<file path="src/hw/hmbx_pkg.sv">
package hmbx_pkg;

  // ---------------------------------------------------------------
  // port numbering
  // ---------------------------------------------------------------
  localparam int         NUM_PORTS  = 3;
  localparam logic [1:0] PORT_KBD   = 2'h0;
  localparam logic [1:0] PORT_PWR1  = 2'h1;
  localparam logic [1:0] PORT_PWR2  = 2'h2;

  // ---------------------------------------------------------------
  // local controller register addresses
  // ---------------------------------------------------------------
  localparam logic [7:0] KBD_PORT_STATUS            = 8'hAD;
  localparam logic [7:0] KBD_PORT_INPUT_BYTE        = 8'hAE;
  localparam logic [7:0] KBD_PORT_OUTPUT_BYTE       = 8'hAF;
  localparam logic [7:0] POWER_PORT_ONE_STATUS      = 8'hBD;
  localparam logic [7:0] POWER_PORT_ONE_INPUT_BYTE  = 8'hBE;
  localparam logic [7:0] POWER_PORT_ONE_OUTPUT_BYTE = 8'hBF;
  localparam logic [7:0] POWER_PORT_TWO_STATUS      = 8'hF5;
  localparam logic [7:0] POWER_PORT_TWO_INPUT_BYTE  = 8'hF6;
  localparam logic [7:0] POWER_PORT_TWO_OUTPUT_BYTE = 8'hF7;

  // ---------------------------------------------------------------
  // status byte layout
  // ---------------------------------------------------------------
  localparam int         STAT_OUTPUT_FULL = 0;
  localparam int         STAT_INPUT_FULL  = 1;
  localparam int         STAT_COMMAND_TAG = 3;
  localparam logic [7:0] STAT_USER_MASK   = 8'hF4;
  localparam logic [7:0] BYTE_ZERO        = 8'h00;

  // register kinds inside one port
  typedef enum logic [1:0] {
    HMBX_REG_NONE,
    HMBX_REG_STATUS,
    HMBX_REG_INPUT,
    HMBX_REG_OUTPUT
  } hmbx_reg_type;

endpackage

</file>
<file path="src/hw/hmbx_host_mailbox_ports.sv">
`timescale 1ns/1ns
`default_nettype none

module hmbx_host_mailbox_ports #(
  parameter int DATA_W    = 8,
  parameter int BUF_DEPTH = 2
) (
  input  wire logic              mclk,
  input  wire logic              rst_n,
  // host side parallel bus
  input  wire logic              kbd_port_select_n,
  input  wire logic              power_one_port_select_n,
  input  wire logic              power_two_port_select_n,
  input  wire logic              host_a0,
  input  wire logic              host_rd_n,
  input  wire logic              host_wr_n,
  input  wire logic [DATA_W-1:0] host_data_in,
  output logic      [DATA_W-1:0] host_data_out,
  output logic                   host_data_oe,
  output logic                   host_write_ready,
  output logic                   kbd_output_full_host_irq_pin,
  output logic                   power_one_host_irq_pin_n,
  output logic                   power_two_host_irq_pin_n,
  // local controller register bus
  input  wire logic [7:0]        sfr_addr,
  input  wire logic              sfr_wr_en,
  input  wire logic              sfr_rd_en,
  input  wire logic [DATA_W-1:0] sfr_wdata,
  output logic      [DATA_W-1:0] sfr_rdata,
  // controller interrupt enables and requests
  input  wire logic              kbd_input_irq_enable,
  input  wire logic              power_one_input_irq_enable,
  input  wire logic              power_two_input_irq_enable,
  output logic                   kbd_input_irq,
  output logic                   power_one_input_irq,
  output logic                   power_two_input_irq
);

  // three identical ports share one decode and one write buffer; the
  // entry width packs port number, command tag and byte so that a
  // stalled drain still knows where each byte belongs
  // pointers carry one extra bit to tell full from empty
  localparam int NP    = hmbx_pkg::NUM_PORTS;
  localparam int ENT_W = 2 + 1 + DATA_W;
  localparam int PTR_W = $clog2(BUF_DEPTH) + 1;

  // ---------------------------------------------------------------
  // address decode
  // ---------------------------------------------------------------
  // decode used for both read and write paths
  // an unmapped address decodes to no register kind, so reads return
  // zero and writes fall through without touching any port; the port
  // field is then a don't-care
  function automatic logic [3:0] sfr_decode(input logic [7:0] addr);
    case (addr)
      hmbx_pkg::KBD_PORT_STATUS:
        sfr_decode = {hmbx_pkg::PORT_KBD, hmbx_pkg::HMBX_REG_STATUS};
      hmbx_pkg::KBD_PORT_INPUT_BYTE:
        sfr_decode = {hmbx_pkg::PORT_KBD, hmbx_pkg::HMBX_REG_INPUT};
      hmbx_pkg::KBD_PORT_OUTPUT_BYTE:
        sfr_decode = {hmbx_pkg::PORT_KBD, hmbx_pkg::HMBX_REG_OUTPUT};
      hmbx_pkg::POWER_PORT_ONE_STATUS:
        sfr_decode = {hmbx_pkg::PORT_PWR1, hmbx_pkg::HMBX_REG_STATUS};
      hmbx_pkg::POWER_PORT_ONE_INPUT_BYTE:
        sfr_decode = {hmbx_pkg::PORT_PWR1, hmbx_pkg::HMBX_REG_INPUT};
      hmbx_pkg::POWER_PORT_ONE_OUTPUT_BYTE:
        sfr_decode = {hmbx_pkg::PORT_PWR1, hmbx_pkg::HMBX_REG_OUTPUT};
      hmbx_pkg::POWER_PORT_TWO_STATUS:
        sfr_decode = {hmbx_pkg::PORT_PWR2, hmbx_pkg::HMBX_REG_STATUS};
      hmbx_pkg::POWER_PORT_TWO_INPUT_BYTE:
        sfr_decode = {hmbx_pkg::PORT_PWR2, hmbx_pkg::HMBX_REG_INPUT};
      hmbx_pkg::POWER_PORT_TWO_OUTPUT_BYTE:
        sfr_decode = {hmbx_pkg::PORT_PWR2, hmbx_pkg::HMBX_REG_OUTPUT};
      default:
        sfr_decode = {hmbx_pkg::PORT_KBD, hmbx_pkg::HMBX_REG_NONE};
    endcase
  endfunction

  wire logic [3:0]             dec_word = sfr_decode(sfr_addr);
  wire logic [1:0]             dec_port = dec_word[3:2];
  wire hmbx_pkg::hmbx_reg_type dec_kind = hmbx_pkg::hmbx_reg_type'(dec_word[1:0]);

  // ---------------------------------------------------------------
  // per-port storage
  // ---------------------------------------------------------------
  // bytes, tags and user bits have no reset: they power up unknown and
  // keep their contents through any reset, so firmware must not trust
  // them before the first write; only the two full flags are reset
  logic [DATA_W-1:0] input_byte_r  [NP];
  logic [DATA_W-1:0] output_byte_r [NP];
  logic [DATA_W-1:0] user_status_r [NP];
  logic              command_tag_r [NP];
  logic              input_full_r  [NP];
  logic              output_full_r [NP];
  logic [DATA_W-1:0] status_byte   [NP];

  // ---------------------------------------------------------------
  // host bus decode and strobe edges
  // ---------------------------------------------------------------
  logic       host_wr_n_r;
  logic       host_rd_n_r;
  logic [1:0] host_port;
  logic       host_sel_one;

  // host pins are taken as synchronous to mclk, so no synchroniser
  // stands here; a host on another clock would need one in front
  // exactly one select low picks a port; none or several are ignored
  wire logic [2:0] sel_vec = {~power_two_port_select_n,
                              ~power_one_port_select_n,
                              ~kbd_port_select_n};
  always_comb begin
    host_sel_one = 1'b1;
    host_port    = hmbx_pkg::PORT_KBD;
    case (sel_vec)
      3'h1:    host_port = hmbx_pkg::PORT_KBD;
      3'h2:    host_port = hmbx_pkg::PORT_PWR1;
      3'h4:    host_port = hmbx_pkg::PORT_PWR2;
      default: host_sel_one = 1'b0;
    endcase
  end

  // taking the trailing edge lets select, A0 and data settle for the
  // whole strobe; the cost is one cycle of latency per transfer
  // strobes are taken on their trailing (rising) edge, while select is held
  wire logic host_wr_end = ~host_wr_n_r & host_wr_n & host_sel_one;
  wire logic host_rd_end = ~host_rd_n_r & host_rd_n & host_sel_one;
  wire logic host_rd_act = ~host_rd_n & host_sel_one;

  always_ff @(posedge mclk or negedge rst_n) begin
    if (!rst_n) begin
      host_wr_n_r <= 1'b1;
      host_rd_n_r <= 1'b1;
    end else begin
      host_wr_n_r <= host_wr_n;
      host_rd_n_r <= host_rd_n;
    end
  end

  // ---------------------------------------------------------------
  // two-entry buffer for host writes
  // ---------------------------------------------------------------
  // the buffer absorbs a host write that arrives while the drain is
  // held off by a controller read of the same input byte; a write that
  // completes while host_write_ready is low is lost, as overrun is
  // undefined for the host anyway
  // entry: port, A0 tag, data byte
  logic [ENT_W-1:0] buf_mem_r [BUF_DEPTH];
  logic [PTR_W-1:0] buf_wptr_r;
  logic [PTR_W-1:0] buf_rptr_r;

  wire logic [PTR_W-2:0] buf_widx  = buf_wptr_r[PTR_W-2:0];
  wire logic [PTR_W-2:0] buf_ridx  = buf_rptr_r[PTR_W-2:0];
  wire logic             buf_empty = (buf_wptr_r == buf_rptr_r);
  wire logic             buf_full  = (buf_widx == buf_ridx) &&
                                     (buf_wptr_r[PTR_W-1] != buf_rptr_r[PTR_W-1]);
  wire logic             buf_in_valid = host_wr_end;
  wire logic             buf_in_ready = ~buf_full;
  wire logic             buf_push     = buf_in_valid & buf_in_ready;

  wire logic [ENT_W-1:0]  head        = buf_mem_r[buf_ridx];
  wire logic [1:0]        head_port   = head[ENT_W-1:ENT_W-2];
  wire logic              head_tag    = head[DATA_W];
  wire logic [DATA_W-1:0] head_data   = head[DATA_W-1:0];
  wire logic              buf_out_valid = ~buf_empty;

  // the drain stalls while the controller reads the same input byte,
  // so a fresh byte is never swallowed by a read of the old one
  wire logic sfr_in_read  = sfr_rd_en && (dec_kind == hmbx_pkg::HMBX_REG_INPUT);
  wire logic buf_out_ready = ~(sfr_in_read && (dec_port == head_port));
  wire logic buf_pop       = buf_out_valid & buf_out_ready;

  assign host_write_ready = buf_in_ready;

  // a reset empties the buffer, so a byte still in flight is dropped
  // pointers only; the entries themselves need no reset
  always_ff @(posedge mclk or negedge rst_n) begin
    if (!rst_n) begin
      buf_wptr_r <= '0;
      buf_rptr_r <= '0;
    end else begin
      buf_wptr_r <= buf_wptr_r + PTR_W'(buf_push);
      buf_rptr_r <= buf_rptr_r + PTR_W'(buf_pop);
    end
  end

  always_ff @(posedge mclk) begin
    if (buf_push) begin
      buf_mem_r[buf_widx] <= {host_port, host_a0, host_data_in};
    end
  end

  // ---------------------------------------------------------------
  // per-port registers and flags
  // ---------------------------------------------------------------
  // one copy of the port logic per port; the loop index doubles as the
  // port number that the decode and the buffer entry carry
  genvar gp;
  generate
    for (gp = 0; gp < NP; gp++) begin : g_port
      wire logic here_drain = buf_pop && (head_port == 2'(gp));
      wire logic here_sfr   = (dec_port == 2'(gp));
      wire logic in_rd      = sfr_in_read && here_sfr;
      wire logic out_wr     = sfr_wr_en && here_sfr &&
                              (dec_kind == hmbx_pkg::HMBX_REG_OUTPUT);
      wire logic stat_wr    = sfr_wr_en && here_sfr &&
                              (dec_kind == hmbx_pkg::HMBX_REG_STATUS);
      wire logic host_out_rd = host_rd_end && (host_port == 2'(gp)) && ~host_a0;

      // the user bit mask keeps the tag and both flag positions clear, so a
      // controller write of the status byte cannot touch them
      // data, tag and user bits keep their values through any reset
      always_ff @(posedge mclk) begin
        if (here_drain) begin
          input_byte_r[gp]  <= head_data;
          command_tag_r[gp] <= head_tag;
        end
        if (out_wr) begin
          output_byte_r[gp] <= sfr_wdata;
        end
        if (stat_wr) begin
          user_status_r[gp] <= sfr_wdata & hmbx_pkg::STAT_USER_MASK;
        end
      end

      // a controller read racing a drain into the same port cannot occur,
      // as the drain stalls; an output write racing a host read keeps the
      // new byte flagged so the host still sees it
      // set wins over clear on both flags
      always_ff @(posedge mclk or negedge rst_n) begin
        if (!rst_n) begin
          input_full_r[gp]  <= 1'b0;
          output_full_r[gp] <= 1'b0;
        end else begin
          if (here_drain) begin
            input_full_r[gp] <= 1'b1;
          end else if (in_rd) begin
            input_full_r[gp] <= 1'b0;
          end
          if (out_wr) begin
            output_full_r[gp] <= 1'b1;
          end else if (host_out_rd) begin
            output_full_r[gp] <= 1'b0;
          end
        end
      end

      // fixed bits overwrite the masked user byte; no storage of its own
      // assemble the status byte seen by both sides
      always_comb begin
        status_byte[gp]                             = user_status_r[gp];
        status_byte[gp][hmbx_pkg::STAT_COMMAND_TAG] = command_tag_r[gp];
        status_byte[gp][hmbx_pkg::STAT_INPUT_FULL]  = input_full_r[gp];
        status_byte[gp][hmbx_pkg::STAT_OUTPUT_FULL] = output_full_r[gp];
      end
    end
  endgenerate

  // ---------------------------------------------------------------
  // controller read path
  // ---------------------------------------------------------------
  // unmapped reads return zero rather than an unknown, so firmware
  // probing empty addresses sees a stable value
  logic [DATA_W-1:0] sfr_rdata_nxt;

  always_comb begin
    case (dec_kind)
      hmbx_pkg::HMBX_REG_STATUS: sfr_rdata_nxt = status_byte[dec_port];
      hmbx_pkg::HMBX_REG_INPUT:  sfr_rdata_nxt = input_byte_r[dec_port];
      hmbx_pkg::HMBX_REG_OUTPUT: sfr_rdata_nxt = output_byte_r[dec_port];
      default:                   sfr_rdata_nxt = hmbx_pkg::BYTE_ZERO;
    endcase
  end

  // sfr_rdata holds between reads, so a slow controller may take it late;
  // a read of an input byte clears its flag in the same edge
  // read data lands one edge after the read enable
  always_ff @(posedge mclk or negedge rst_n) begin
    if (!rst_n) begin
      sfr_rdata <= hmbx_pkg::BYTE_ZERO;
    end else if (sfr_rd_en) begin
      sfr_rdata <= sfr_rdata_nxt;
    end
  end

  // ---------------------------------------------------------------
  // host read path
  // ---------------------------------------------------------------
  // host_port falls back to the keyboard port when nothing is selected,
  // but the data enable stays low then, so nothing reaches the pins
  // A0 low gives the output byte, high gives status
  wire logic [DATA_W-1:0] host_data_nxt = host_a0 ? status_byte[host_port]
                                                  : output_byte_r[host_port];

  // a flag change during a long strobe shows up in the status byte read
  // resampled each cycle of the strobe; first edge after strobe fall is valid
  always_ff @(posedge mclk or negedge rst_n) begin
    if (!rst_n) begin
      host_data_out <= hmbx_pkg::BYTE_ZERO;
    end else if (host_rd_act) begin
      host_data_out <= host_data_nxt;
    end
  end

  assign host_data_oe = host_rd_act;

  // ---------------------------------------------------------------
  // interrupts
  // ---------------------------------------------------------------
  // the enables are pins from the controller's own enable register, so
  // masking here changes only the request, never the flag itself
  // only input-full reaches the controller; output-full goes to the host
  assign kbd_input_irq       = input_full_r[hmbx_pkg::PORT_KBD] &
                               kbd_input_irq_enable;
  assign power_one_input_irq = input_full_r[hmbx_pkg::PORT_PWR1] &
                               power_one_input_irq_enable;
  assign power_two_input_irq = input_full_r[hmbx_pkg::PORT_PWR2] &
                               power_two_input_irq_enable;

  // host pins follow the flags directly: the keyboard pin is active
  // high and the two power pins active low, all inactive during reset
  assign kbd_output_full_host_irq_pin = output_full_r[hmbx_pkg::PORT_KBD];
  assign power_one_host_irq_pin_n     = ~output_full_r[hmbx_pkg::PORT_PWR1];
  assign power_two_host_irq_pin_n     = ~output_full_r[hmbx_pkg::PORT_PWR2];

endmodule // hmbx_host_mailbox_ports

`default_nettype wire

</file>
<file path="config.mk">
export PLATFORM = sky130hd
export DESIGN_NAME = hmbx_host_mailbox_ports
export DESIGN_NICKNAME = d
export VERILOG_FILES = /design/src/hw/hmbx_pkg.sv /design/src/hw/hmbx_host_mailbox_ports.sv
export SDC_FILE = /design/constraint.sdc
export NUM_CORES = 1
export LEC_CHECK = 0
export BUFFER_PORTS_ARGS = -buffer_cell sky130_fd_sc_hd__buf_2
export CORE_MARGIN = 2
export CORE_UTILIZATION = 40
export DETAILED_ROUTE_END_ITERATION = 8
export PLACE_DENSITY_LB_ADDON = 0.15
export SETUP_SLACK_MARGIN = 0.2
export SYNTH_ARGS = -nofsm -noshare
export SYNTH_HDL_FRONTEND = slang
export SYNTH_SLANG_ARGS = --single-unit
</file>
<file path="constraint.sdc">
create_clock -name mclk -period 2.7 [get_ports mclk]
set_clock_uncertainty 0.05 [all_clocks]
set_input_delay 0.27 -clock mclk [delete_from_list [all_inputs] [get_ports mclk]]
set_output_delay 0.27 -clock mclk [all_outputs]
set_load 0.05 [all_outputs]
</file>
---- After elaboration in Yosys (flattened, before gate mapping) ----
Memory sizes are Yosys's and may differ from the RTL's.
Index checks and enable logic that the tools add are counted.
storage, ports and cells
  flip-flop bits (word level) ............. 28
  bits in latches ......................... 0
  bits in writable memories ............... 88
  memory bits (read-only) ................. 0
  logic and storage cells ................. 179
  memories kept ........................... 5
memories
  memory         words  width  rd ports  clocked after memory_dff  write ports  line                            text
  input_byte_r   3      8      1         0                         1            hmbx_host_mailbox_ports.sv:89   logic [DATA_W-1:0] input_byte_r [NP];
  output_byte_r  3      8      2         0                         1            hmbx_host_mailbox_ports.sv:90   logic [DATA_W-1:0] output_byte_r [NP];
  buf_mem_r      2      11     1         0                         1            hmbx_host_mailbox_ports.sv:147  logic [ENT_W-1:0] buf_mem_r [BUF_DEPTH];
  user_status_r  3      5      3         0                         1            hmbx_host_mailbox_ports.sv:91   logic [DATA_W-1:0] user_status_r [NP];
  command_tag_r  3      1      3         0                         1            hmbx_host_mailbox_ports.sv:92   logic command_tag_r [NP];
operators by class
  add/subtract/negate cells ............... 2
  multipliers ............................. 0
  divide/modulo/power cells ............... 0
  order comparisons ....................... 2
  equal/unequal tests ..................... 25
  shift-type cells ........................ 0
  mux-type cells .......................... 67
  bitwise logic cells ..................... 24
  reduce and logical (&&, ||, !) cells .... 42
operators by type and width
  operator                                                          number
  8-bit == test (second input constant)                             9
  8-bit two-way mux                                                 9
  1-bit two-way mux                                                 43
  4-bit one-hot mux with 9 select lines                             1
  8-bit binary-select mux with 2-bit select                         2
  8-bit OR reduction                                                4
  1-bit logical AND                                                 24
  8-bit one-hot mux with 3 select lines                             1
  2-bit two-way mux                                                 8
  1-bit inverter                                                    12
  2-bit nonzero test                                                6
  1-bit AND                                                         10
  2-bit == test (second input constant)                             5
  5-bit two-way mux                                                 2
  5-bit OR reduction                                                2
  2-bit by 1-bit == test with 1-bit output (second input constant)  4
  3-bit greater-or-equal comparator (second input constant)         2
  2-bit logical NOT                                                 3
  2-bit inverter with 3-bit output                                  2
  2-bit by 1-bit adder with 2-bit output                            2
  2-bit == test                                                     2
  2-bit one-hot mux with 2 select lines                             1
  3-bit by 1-bit == test with 1-bit output (second input constant)  1
  3-bit by 2-bit == test with 1-bit output (second input constant)  1
  5 further kinds                                                   6

---- Logic depth before layout (Yosys ltp) ----
Gate-level depths: netlist (run 1).
  word-level depth ........................ 13
  depth in mapped cells ................... 9
  gate-level depth less buffers ........... 7

---- Least setup slack after synthesis (run 1) ----
OpenSTA, ideal clock, no wires.
  kind .................................... register to register
  start ................................... register buf_rptr_r[0]
  end ..................................... memory buf_mem_r[1][0] in the netlist's numbering (enable)
  setup time .............................. 357 ps
  data arrival time ....................... 2012 ps
  slack ................................... 281 ps
  stages on the path, launching flop included .. 6
  path buffers ............................ 1
  period minus slack after synthesis ...... 2419 ps
  cell sequence ........................... dfrtp_1 > clkbuf_1 > xnor2_1 > nand2b_1 > nor4bb_1 > ha_1
on the way
  cells in the longest elaborated chain, start to end .. 6
RTL lines
  element                                  line                            text
  from (decl)                              hmbx_host_mailbox_ports.sv:149  logic [PTR_W-1:0] buf_rptr_r;
  from (signal assigned)                   hmbx_host_mailbox_ports.sv:182  buf_rptr_r <= buf_rptr_r + PTR_W'(buf_pop);
  1-bit == test                            hmbx_host_mailbox_ports.sv:154  wire logic buf_full = (buf_widx == buf_ridx) &&
  1-bit logical AND                        hmbx_host_mailbox_ports.sv:154
  1-bit inverter                           hmbx_host_mailbox_ports.sv:157  wire logic buf_in_ready = ~buf_full;
  named net host_write_ready               hmbx_host_mailbox_ports.sv:20   output logic host_write_ready,
  1-bit AND                                hmbx_host_mailbox_ports.sv:158  wire logic buf_push = buf_in_valid & buf_in_ready;
  1-bit two-way mux                        hmbx_host_mailbox_ports.sv:187  if (buf_push) begin
  1-bit two-way mux (implied by the code)  hmbx_host_mailbox_ports.sv:188  buf_mem_r[buf_widx] <= {host_port, host_a0, host_data_in};
  to (decl)                                hmbx_host_mailbox_ports.sv:147
The timed path passes the listed nets, and every way through them passes these cells.

---- Worst setup path in the final report (run 1) ----
  start ................................... register buf_rptr_r[0]
  end ..................................... memory input_byte_r[2][5] (enable)
on the way
  elaborated cells on any way between the ends .. 25
RTL lines
  element                                                                  line                            text
  memory 2 x 11 bit                                                        n/a
  2-bit == test                                                            hmbx_host_mailbox_ports.sv:169  wire logic buf_out_ready = ~(sfr_in_read && (dec_port == head_port));
  1-bit logical AND                                                        hmbx_host_mailbox_ports.sv:169
  1-bit inverter                                                           hmbx_host_mailbox_ports.sv:169
  1-bit AND                                                                hmbx_host_mailbox_ports.sv:170  wire logic buf_pop = buf_out_valid & buf_out_ready;
  1-bit logical AND (*)                                                    hmbx_host_mailbox_ports.sv:200  wire logic here_drain = buf_pop && (head_port == 2'(gp));
  named net g_port[2].here_drain                                           hmbx_host_mailbox_ports.sv:200
  1-bit two-way mux (*)                                                    hmbx_host_mailbox_ports.sv:213  if (here_drain) begin
  1-bit two-way mux (implied by the code) (*)                              hmbx_host_mailbox_ports.sv:214  input_byte_r[gp] <= head_data;
  8-bit OR reduction (no line)                                             n/a
  2-bit two-way mux (no line) / 1-bit two-way mux (equally long branches)  n/a
  to (decl)                                                                hmbx_host_mailbox_ports.sv:89
Mark *: on every way through the listed nets, which the timed path passes. The rest lies on a longest branch.

==> results.sh, run 1 <==
export IMPL_status="finished clean"
export IMPL_core_um2=13700
export IMPL_nFillCells=1228
export IMPL_irDropWorstVdd_uv=520
export IMPL_wirelength_mm=14.8
export IMPL_rsz0062_at_grt="false"
export IMPL_crit_arrival_ps=2250
export IMPL_reg2reg_depth=4
export IMPL_grt_max_degree=29
export IMPL_grt_overflow_total=0
export IMPL_endpoint_kind="register"
export IMPL_nets=578
export IMPL_clk_pin_slew_ps=50
export IMPL_grt_pass1_vias=4126
export IMPL_fin_ws_ps=434
export IMPL_clkLatencyLatePin_ps=420
export IMPL_endpoint="input_byte_r[2][5]"
export IMPL_dr_pass1_iters=4
export IMPL_fmax_mhz=441
export IMPL_antenna_found_initial=0
export IMPL_synth_area_um2=5540
export IMPL_setup_violations=0
export IMPL_power_density_nw_per_um2=806
export IMPL_tns_ps=0
export IMPL_route_vias_total=4092
export IMPL_synth_compound_area_share_pct=17.7
export IMPL_r2r_end="input_byte_r[2][5]"
export IMPL_drc=0
export IMPL_worstPathCellList="xnor2_1, and2_1, nor2_1, a21boi_1"
export IMPL_hpwl_mm=10.4
export IMPL_die_area_um2=14800
export IMPL_ys_async_sr_fraction_pct=24.1
export IMPL_period_share_pct=83.9
export IMPL_crit_slowest_cell="a21boi_1"
export IMPL_timing_slew_headroom_pct=31.2
export IMPL_drt_initial_drc_count=366
export IMPL_num_antenna_cells=0
export IMPL_gp_congestion=0.848
export IMPL_hp_class="primary input to register"
export IMPL_synth_top_family_by_area="compound AO/OA/AOI/OAI gates"
export IMPL_met1_length_mm=6.44
export IMPL_synthDistinctLibCells=59
export IMPL_syn2layout_area_growth_pct=23.6
export IMPL_ioPinCount=61
export IMPL_critPathKind="register to register"
export IMPL_critPathMaxFanout=9
export IMPL_dr_wl_met3_um=818
export IMPL_die_y_um=122
export IMPL_die_w_um=122
export IMPL_cp_top_family="compound AO/OA/AOI/OAI gates"
export IMPL_crit_path_max_incr_delay_ps=840
export IMPL_port_buffers=60
export IMPL_yosys_area_share_simple_pct=11.6
export IMPL_synth_seq_cells=116
export IMPL_numCtsBuffers=17
export IMPL_synth_mux_area_share_pct=4.67
export IMPL_root_buffer="clkbuf_16"
export IMPL_worst_setup_path_start_kind="register"
export IMPL_wl_per_cell_um=20.2
export IMPL_start_util_pct=40.4
export IMPL_num_rows=43
export IMPL_avgSynthCellArea_um2=12.4
export IMPL_rrSetupSlack_ps=430
export IMPL_syn_num_nets=486
export IMPL_drive_gt1_share_pct=25.2
export IMPL_synth_xor_area_share_pct=0.948
export IMPL_ys_seq_area_share_pct=60.4
export IMPL_grt_use_total_pct=21.2
export IMPL_cts_tree="done"
export IMPL_leakage_nw=2.59
export IMPL_dp_worst_setup_slack_ps=443
export IMPL_yosysWarnings=0
export IMPL_hold_viol=0
export IMPL_max_cap_viol_count=0
export IMPL_worst_pin_slew_ps=1030
export IMPL_synthCells=446
export IMPL_postRouteAntennaNets=0
export IMPL_met2_length_mm=7.25
export IMPL_route_top_layer_used="met4"
export IMPL_rr_startpoint="buf_rptr_r[0]"
export IMPL_required_ps=2680
export IMPL_whs_path_depth=1
export IMPL_yosys_area_share_adder_pct=0.677
export IMPL_grt_pass1_wl_mm=23.0
export IMPL_synth_edff_count=88
export IMPL_crit_buf_inv=0
export IMPL_startpoint="buf_rptr_r[0]"
export IMPL_slew_viol_final=0
export IMPL_cts_buffer_depth=2
export IMPL_period_minus_slack_ps=2270
export IMPL_via_per_inst=5.60
export IMPL_cp_depth=4
export IMPL_post_cts_resized=0
export IMPL_synthFlopType="edfxtp_1"
export IMPL_htreeDepth=4
export IMPL_cts_sinks=116
[what timing repair did]
item | 4_1_cts | 5_1_grt
endpoints found under the hold margin | 50 | 0
hold buffers | 13 | 0
setup buffers | 0 | 0
[per-stage QoR]
stage                     power (mW)  std cells  area, um2  hold slack (ps)  util (%)
final                           5.52        731       6850             27.1      49.9
after floorplan                 3.06        446       5540            -75.6         -
after global placement          3.36        686       6150              319      44.8
after detailed placement        3.39        686       6150              328      44.8
after CTS                       5.56        731       6850             14.0      49.9
after global routing            5.76        731       6850             19.1      49.9
[flip-flops by register name, summed over array words and instances, names as in the netlist, 2 cells and up]
signal,count
buf_mem_r,22
buf_rptr_r,2
buf_wptr_r,2
command_tag_r,3
host_data_out,8
input_byte_r,24
input_full_r,3
output_byte_r,24
output_full_r,2
sfr_rdata,8
user_status_r,15
[Yosys cell counts, types with 3 or more instances]
cell,count,area share [%]
edfxtp_1,88,48
nor2_1,35,2.4
dfrtp_1,26,12
inv_1,23,1.6
nor2b_1,19,2.1
a21oi_1,16,1.4
nand2_1,16,1.1
o22ai_1,14,1.6
clkbuf_1,13,0.88
nand2b_1,13,1.5
o21ai_0,12,1.1
a2bb2oi_1,10,1.6
buf_2,9,0.81
mux2_2,9,1.8
mux2i_1,9,1.6
a221o_1,8,1.4
a221oi_1,8,1.3
a31oi_1,8,0.90
a41oi_1,8,1.3
o221ai_1,8,1.3
nor3_1,7,0.63
o21ai_1,7,0.63
a32oi_1,5,0.79
o32ai_1,5,0.79
a311oi_1,4,0.63
and2_1,4,0.45
o311a_1,4,0.72
xor2_1,4,0.63
a211oi_1,3,0.41
a31o_1,3,0.47
and4_1,3,0.47
buf_4,3,0.41
ha_1,3,0.68
mux4_2,3,1.2
nand3b_1,3,0.41
nor4_1,3,0.34
[worst min path at each step]
stage | start | slack (ps) | end
after floorplan | rst_n | -80 | buf_rptr_r[0]
after global placement | rst_n | 320 | host_data_out[5]
after detailed placement | rst_n | 330 | host_data_out[5]
after CTS | sfr_wdata[3] | 10 | output_byte_r[0][3]
after global routing | sfr_wdata[3] | 20 | output_byte_r[1][3]
final | sfr_wdata[3] | 30 | output_byte_r[0][3]
[where the power goes]
group          switching, mW  internal (mW)
Combinational          0.657          0.377
Sequential             0.114           2.21
Clock                  0.771           1.39
Total                   1.54           3.98
[kinds of logic (layout without fill, tap and decap cells)]
logic type,Yosys count,count (layout)
AOI/OAI and AO/OA,132,132
and+or+nand+nor,117,117
DFF,116,116
buffers and inverters,51,156
muxes,21,21
xor gates and xnor gates,6,6
adders and majority gates,3,3
[cell usage in the layout, fill, tap and decap left out, types with 10 or more instances in the layout]
cell,netlist,final
nand2b_1,13,13
buf_4,3,28
nor2b_1,19,19
clkbuf_16,0,17
a21oi_1,16,16
o21ai_0,12,12
a2bb2oi_1,10,10
nor2_1,35,35
o22ai_1,14,14
buf_2,9,60
edfxtp_1,88,88
dfrtp_1,26,26
inv_1,23,23
dlygate4sd3_1,0,13
nand2_1,16,16
[per-layer routing]
metal	vias up	GRT usage (%)
met3	17	4.68
met2	128	35.1
met1	2019	27.6
met4	0	7.90
li1	1928	-
met5	-	0
[cell type report]
type | instances | area, um2 | share of cell area [%]
tap | 180 | 225 | 3.29
clock buffer | 22 | 464 | 6.78
inverter | 23 | 86.3 | 1.26
multi-input combinational | 279 | 1980 | 28.9
timing repair buffer | 101 | 641 | 9.35
clock inverter | 10 | 108 | 1.57
sequential | 116 | 3350 | 48.8
(Power assumes the default switching activity.)
==> run 2: changes to the inputs <==
==> constraint.sdc (replaced) <==
create_clock -name mclk -period 2.15 [get_ports mclk]
set_clock_uncertainty 0.05 [all_clocks]
set_input_delay 0.215 -clock mclk [delete_from_list [all_inputs] [get_ports mclk]]
set_output_delay 0.215 -clock mclk [all_outputs]
set_load 0.05 [all_outputs]
==> run 2 against run 1 <==
Effect of this change:
- clock-buffer cell count is 4 lower
- hold slack better by 190 ps
- setup slack worse by 110 ps
- design area is 4.8% higher
==> results.sh, run 2 (synthesized netlist as in run 1, its figures left out) <==
export IMPL_dr_pass1_iters=5
export IMPL_tns_ps=0
export IMPL_combPwrFrac_pct=21.2
export IMPL_cts_buffer_depth=2
export IMPL_core_um2=13700
export IMPL_hold_end="sfr_rdata[4]"
export IMPL_fin_cells=754
export IMPL_status="finished clean"
export IMPL_nets=601
export IMPL_worst_pin_slew_ps=761
export IMPL_leakage_nw=2.74
export IMPL_grt_busiest_layer="met2"
export IMPL_via_per_inst=5.58
export IMPL_p_switching_mw=2.15
export IMPL_root_buffer="clkbuf_16"
export IMPL_port_buffers=60
export IMPL_num_rows=43
export IMPL_required_ps=2210
export IMPL_grt_pass1_vias=4087
export IMPL_period_minus_slack_ps=1830
export IMPL_nFillCells=1214
export IMPL_wirelength_mm=15.1
export IMPL_critPathKind="register to register"
export IMPL_hold_viol=0
export IMPL_hp_class="primary input to register"
export IMPL_irDropWorstVdd_uv=689
export IMPL_setup_violations=0
export IMPL_mostFrequentLayoutCell="edfxtp_1"
export IMPL_worst_setup_path_start_kind="register"
export IMPL_drive_gt1_share_pct=29.6
export IMPL_die_area_um2=14800
export IMPL_rr_startpoint="buf_rptr_r[1]"
export IMPL_htreeDepth=4
export IMPL_die_w_um=122
export IMPL_placedCellCount=702
export IMPL_switching_share_pct=29.3
export IMPL_clk_pin_slew_ps=60
export IMPL_p_seq_share_pct=39.4
export IMPL_postRouteAntennaNets=0
export IMPL_drc=0
export IMPL_p_int_mw=5.19
export IMPL_whs_path_depth=3
export IMPL_cts_tree="done"
export IMPL_clkLatencyLatePin_ps=420
export IMPL_route_vias_total=4205
export IMPL_crit_arrival_ps=1890
export IMPL_gr_usage_met1_pct=28.3
export IMPL_timing_slew_headroom_pct=49.3
export IMPL_endpoint_kind="register"
export IMPL_power_density_nw_per_um2=1020
export IMPL_reg_top3="input_byte_r x24, output_byte_r x24, buf_mem_r x22"
export IMPL_slew_viol_final=0
export IMPL_crit_buf_inv=1
export IMPL_die_y_um=122
export IMPL_wl_per_cell_um=20.1
export IMPL_r2r_end="buf_mem_r[1][9]"
export IMPL_gp_congestion=0.910
export IMPL_p_clk_share_pct=39.4
export IMPL_min_from="sfr_addr[3]"
export IMPL_crit_path_max_incr_delay_ps=390
export IMPL_start_util_pct=40.4
export IMPL_antenna_found_initial=0
export IMPL_grt_pass1_wl_mm=23.1
export IMPL_met2_usage_pct=34.4
export IMPL_worstPathCellList="xnor2_1, buf_4, nand2b_2, nor4bb_4, ha_4"
export IMPL_layout_common_cells="edfxtp_1, buf_2, buf_4"
export IMPL_syn2layout_area_growth_pct=29.5
export IMPL_ioPinCount=61
export IMPL_fmax_mhz=547
export IMPL_crit_slowest_cell="dfrtp_1"
export IMPL_cp_top_family="simple AND/OR/NAND/NOR gates"
export IMPL_max_cap_viol_count=0
export IMPL_grt_max_degree=39
export IMPL_num_antenna_cells=0
export IMPL_rsz0062_at_grt="false"
export IMPL_hpwl_mm=10.8
export IMPL_reg2reg_depth=5
export IMPL_drt_initial_drc_count=385
export IMPL_gr_usage_met3_pct=4.63
export IMPL_critPathMaxFanout=12
export IMPL_grt_overflow_total=0
export IMPL_grt_use_total_pct=21.6
export IMPL_period_share_pct=85.0
export IMPL_numCtsBuffers=17
export IMPL_cts_sinks=116
export IMPL_rrSetupSlack_ps=320
run 2: how the worst max path moves through the flow:
stage / start / end / slack [ps] / cells past startpoint
floorplan: sfr_addr[3] / command_tag_r[0][2] / 170 / 7
CTS: buf_wptr_r[0] / input_byte_r[0][5] / 220 / 5
global route: buf_rptr_r[1] / buf_mem_r[1][3] / 230 / 5
finish: buf_rptr_r[1] / buf_mem_r[1][9] / 320 / 5
detailed placement: buf_rptr_r[0] / command_tag_r[0][2] / -20 / 5
global placement: buf_rptr_r[0] / input_byte_r[2][3] / -10 / 4
run 2: routing by layer:
metal / up-vias / part of all wire (%)
li1: 1979 / -
met1: 2047 / 44
met2: 150 / 48
met3: 29 / 5.2
met4: 0 / 2.9
met5: - / 0
run 2: power groups by stage:
stage | Clock [mW] | Sequential, mW | Combinational (mW)
floorplan | 0 | 3.04 | 0.852
global placement | 0 | 2.93 | 1.46
detailed placement | 0 | 2.94 | 1.48
CTS | 2.95 | 2.89 | 1.52
global route | 3.05 | 2.91 | 1.70
finish | 2.89 | 2.89 | 1.56
run 2: area by class of cell:
class                           count  area (um2)  area share, %
Multi-Input combinational cell    279        2070           28.9
Sequential cell                   116        3350           46.6
Clock inverter                     14         169           2.35
Inverter                           23        86.3           1.20
Tap cell                          180         225           3.14
Timing Repair Buffer              124         841           11.7
Clock buffer                       18         439           6.12
run 2: timing repair:
action	4_1_cts	5_1_grt
resized for setup	3	2
buffers inserted	0	1
endpoints found under the setup margin	27	27
hold endpoints to repair	83	0
pin swaps	0	0
hold buffers	19	0
run 2: through the flow:
| step | worst slack, ps | total power [mW] | hold WS [ps] | area [um2] | util, % |
|---|---|---|---|---|---|
| after floorplan | 166 | 3.89 | -131 | 5610 | - |
| after detailed placement | -22.0 | 4.42 | 280 | 6340 | 46.2 |
| final | 322 | 7.34 | 218 | 7180 | 52.3 |
| after global placement | -13.6 | 4.39 | 272 | 6340 | 46.2 |
| after global routing | 231 | 7.66 | 229 | 7180 | 52.3 |
| after CTS | 223 | 7.36 | 198 | 7150 | 52.1 |
run 2: worst register-to-register path, delay by kind of cell (launching register included):
| family | cells | cell delay (ps) |
|---|---|---|
| simple gates | 2 | 450 |
| flops | 1 | 390 |
| fa+ha+maj | 1 | 310 |
| xor+xnor | 1 | 190 |
| buf+inv | 1 | 140 |
==> run 3: changes to the inputs <==
--- a/config.mk
+++ b/config.mk
@@ -7,7 +7,7 @@
 export LEC_CHECK = 0
 export BUFFER_PORTS_ARGS = -buffer_cell sky130_fd_sc_hd__buf_2
 export CORE_MARGIN = 2
-export CORE_UTILIZATION = 40
+export CORE_UTILIZATION = 39
 export DETAILED_ROUTE_END_ITERATION = 8
 export PLACE_DENSITY_LB_ADDON = 0.15
 export SETUP_SLACK_MARGIN = 0.2
==> run 3 against run 2 <==
Effect of this change:
- critical path type unchanged
- wire length increased by 0.39%
- via count shrank 1.5%
- sequential cell count unchanged
- total power is 2.5% lower
- die area up 2.5%
- critical endpoint is now buf_mem_r[1][2]
- non-clock buffer count down 6
- sequential share of layout area is 0.46 points higher
- sequential power about the same
- critical path depth down 1
==> results.sh, run 3 (synthesized netlist as in run 1, its figures left out) <==
export IMPL_max_cap_viol_count=0
export IMPL_cts_tree="done"
export IMPL_via_per_inst=5.54
export IMPL_hold_viol=0
export IMPL_leakage_nw=2.71
export IMPL_clkLatencyLatePin_ps=420
export IMPL_hp_class="primary input to register"
export IMPL_route_vias_total=4144
export IMPL_critPathKind="register to register"
export IMPL_power_density_nw_per_um2=1010
export IMPL_drc=0
export IMPL_slew_viol_final=0
export IMPL_nets=595
export IMPL_root_buffer="clkbuf_16"
export IMPL_endpoint_kind="register"
export IMPL_die_w_um=123
export IMPL_crit_arrival_ps=1890
export IMPL_fin_cells=748
export IMPL_cts_sinks=116
export IMPL_dr_pass1_iters=5
export IMPL_gr_usage_met1_pct=28.1
export IMPL_htreeDepth=4
export IMPL_start_util_pct=39.9
export IMPL_cts_buffer_depth=2
export IMPL_layout_common_cells="edfxtp_1, buf_2, buf_4"
export IMPL_drt_initial_drc_count=298
export IMPL_die_area_um2=15200
export IMPL_timing_slew_headroom_pct=49.8
export IMPL_worst_setup_path_start_kind="register"
export IMPL_tns_ps=0
export IMPL_port_buffers=60
export IMPL_period_minus_slack_ps=1820
export IMPL_postRouteAntennaNets=0
export IMPL_worst_pin_slew_ps=753
export IMPL_placedCellCount=697
export IMPL_antenna_found_initial=0
export IMPL_required_ps=2220
export IMPL_post_route_util_pct=51.2
export IMPL_fin_ws_ps=331
export IMPL_clk_pin_slew_ps=50
export IMPL_critPathMaxFanout=12
export IMPL_num_antenna_cells=0
export IMPL_reg_top3="input_byte_r x24, output_byte_r x24, buf_mem_r x22"
export IMPL_wirelength_mm=15.2
export IMPL_status="finished clean"
export IMPL_core_um2=13900
export IMPL_setup_violations=0
export IMPL_gp_congestion=0.824
export IMPL_mostFrequentLayoutCell="edfxtp_1"
export IMPL_fmax_mhz=550
export IMPL_num_rows=43
export IMPL_grt_pass1_vias=4282
export IMPL_die_y_um=123
export IMPL_period_share_pct=84.6
export IMPL_rsz0062_at_grt="false"
export IMPL_syn2layout_area_growth_pct=28.3
export IMPL_hpwl_mm=10.7
export IMPL_met2_usage_pct=35.1
export IMPL_grt_busiest_layer="met2"
export IMPL_dp_worst_setup_slack_ps=107
export IMPL_gr_usage_met3_pct=4.66
export IMPL_drive_gt1_share_pct=28.3
export IMPL_numCtsBuffers=17
export IMPL_grt_pass1_wl_mm=23.7
export IMPL_nFillCells=1226
export IMPL_grt_use_total_pct=21.6
export IMPL_ioPinCount=61
export IMPL_grt_overflow_total=0
export IMPL_wl_per_cell_um=20.3
export IMPL_grt_max_degree=37
export IMPL_irDropWorstVdd_uv=644
==> run 3: cell types whose count changed in the layout (fill, tap and decap cells not counted), moves of 2 or more <==
cell / before / now
clkbuf_8: 1 / 3
clkinv_2: 0 / 3
buf_4: 44 / 38
inv_8: 3 / 0
clkbuf_1: 0 / 3
inv_6: 4 / 0
==> run 3: layout make-up <==
| cell class | instances | area, um2 | share of cell area, % |
|---|---|---|---|
| clock buffer | 23 | 478 | 6.72 |
| clock inverter | 9 | 106 | 1.50 |
| inverter | 23 | 86.3 | 1.21 |
| multi-input combinational | 279 | 2060 | 29.0 |
| sequential | 116 | 3350 | 47.1 |
| tap | 180 | 225 | 3.17 |
| timing repair buffer | 118 | 806 | 11.3 |
==> run 3: final timing paths <==
kind | end | start | cells past startpoint | slack [ps]
setup / recovery | buf_mem_r[1][2] | buf_rptr_r[1] | 4 | 330
hold reg to reg | host_data_out[0] | host_data_out[0] | 2 | 420
max in group asynchronous | output_full_r[1] | rst_n | 2 | 1210
setup reg to reg | buf_mem_r[1][2] | buf_rptr_r[1] | 4 | 330
min in group asynchronous | host_data_out[6] | rst_n | 2 | 360
hold / removal | output_byte_r[0][5] | sfr_wdata[5] | 1 | 20
==> run 3: routing by layer <==
metal	vias to the layer above	wire length, um	part of all wire, %
li1	1956	-	-
met1	2057	6740	44
met2	103	7420	49
met3	28	650	4.3
met4	0	368	2.4
met5	-	0	0
==> run 3: power by group <==
group / switching, mW / leakage (nW) / internal, mW
clock network: 0.981 / 0.279 / 1.79
logic: 0.900 / 1.28 / 0.578
registers: 0.133 / 1.15 / 2.77
total: 2.01 / 2.71 / 5.14
==> run 3: through the flow <==
stage	hold slack (ps)	instance area, um2	power, mW
floorplan	-131	5610	3.89
finish	15.4	7110	7.15
global route	22.1	7110	7.46
global placement	257	6310	4.34
CTS	2.19	7090	7.17
detailed placement	266	6310	4.36
==> run 3: repair_timing <==
item                                    in CTS  in global routing
endpoints found under the setup margin      18                 15
hold buffers                                18                  0
hold endpoints to repair                    73                  0
setup buffers                                0                  1
gates resized for setup                      2                  1
gates cloned                                 0                  0
==> run 3: critical path, stage by stage, from the launching register on <==
cell      delay [ps]
dfrtp_1          390
xnor2_1          220
nand2b_2         180
nor4bb_4         350
ha_4             310
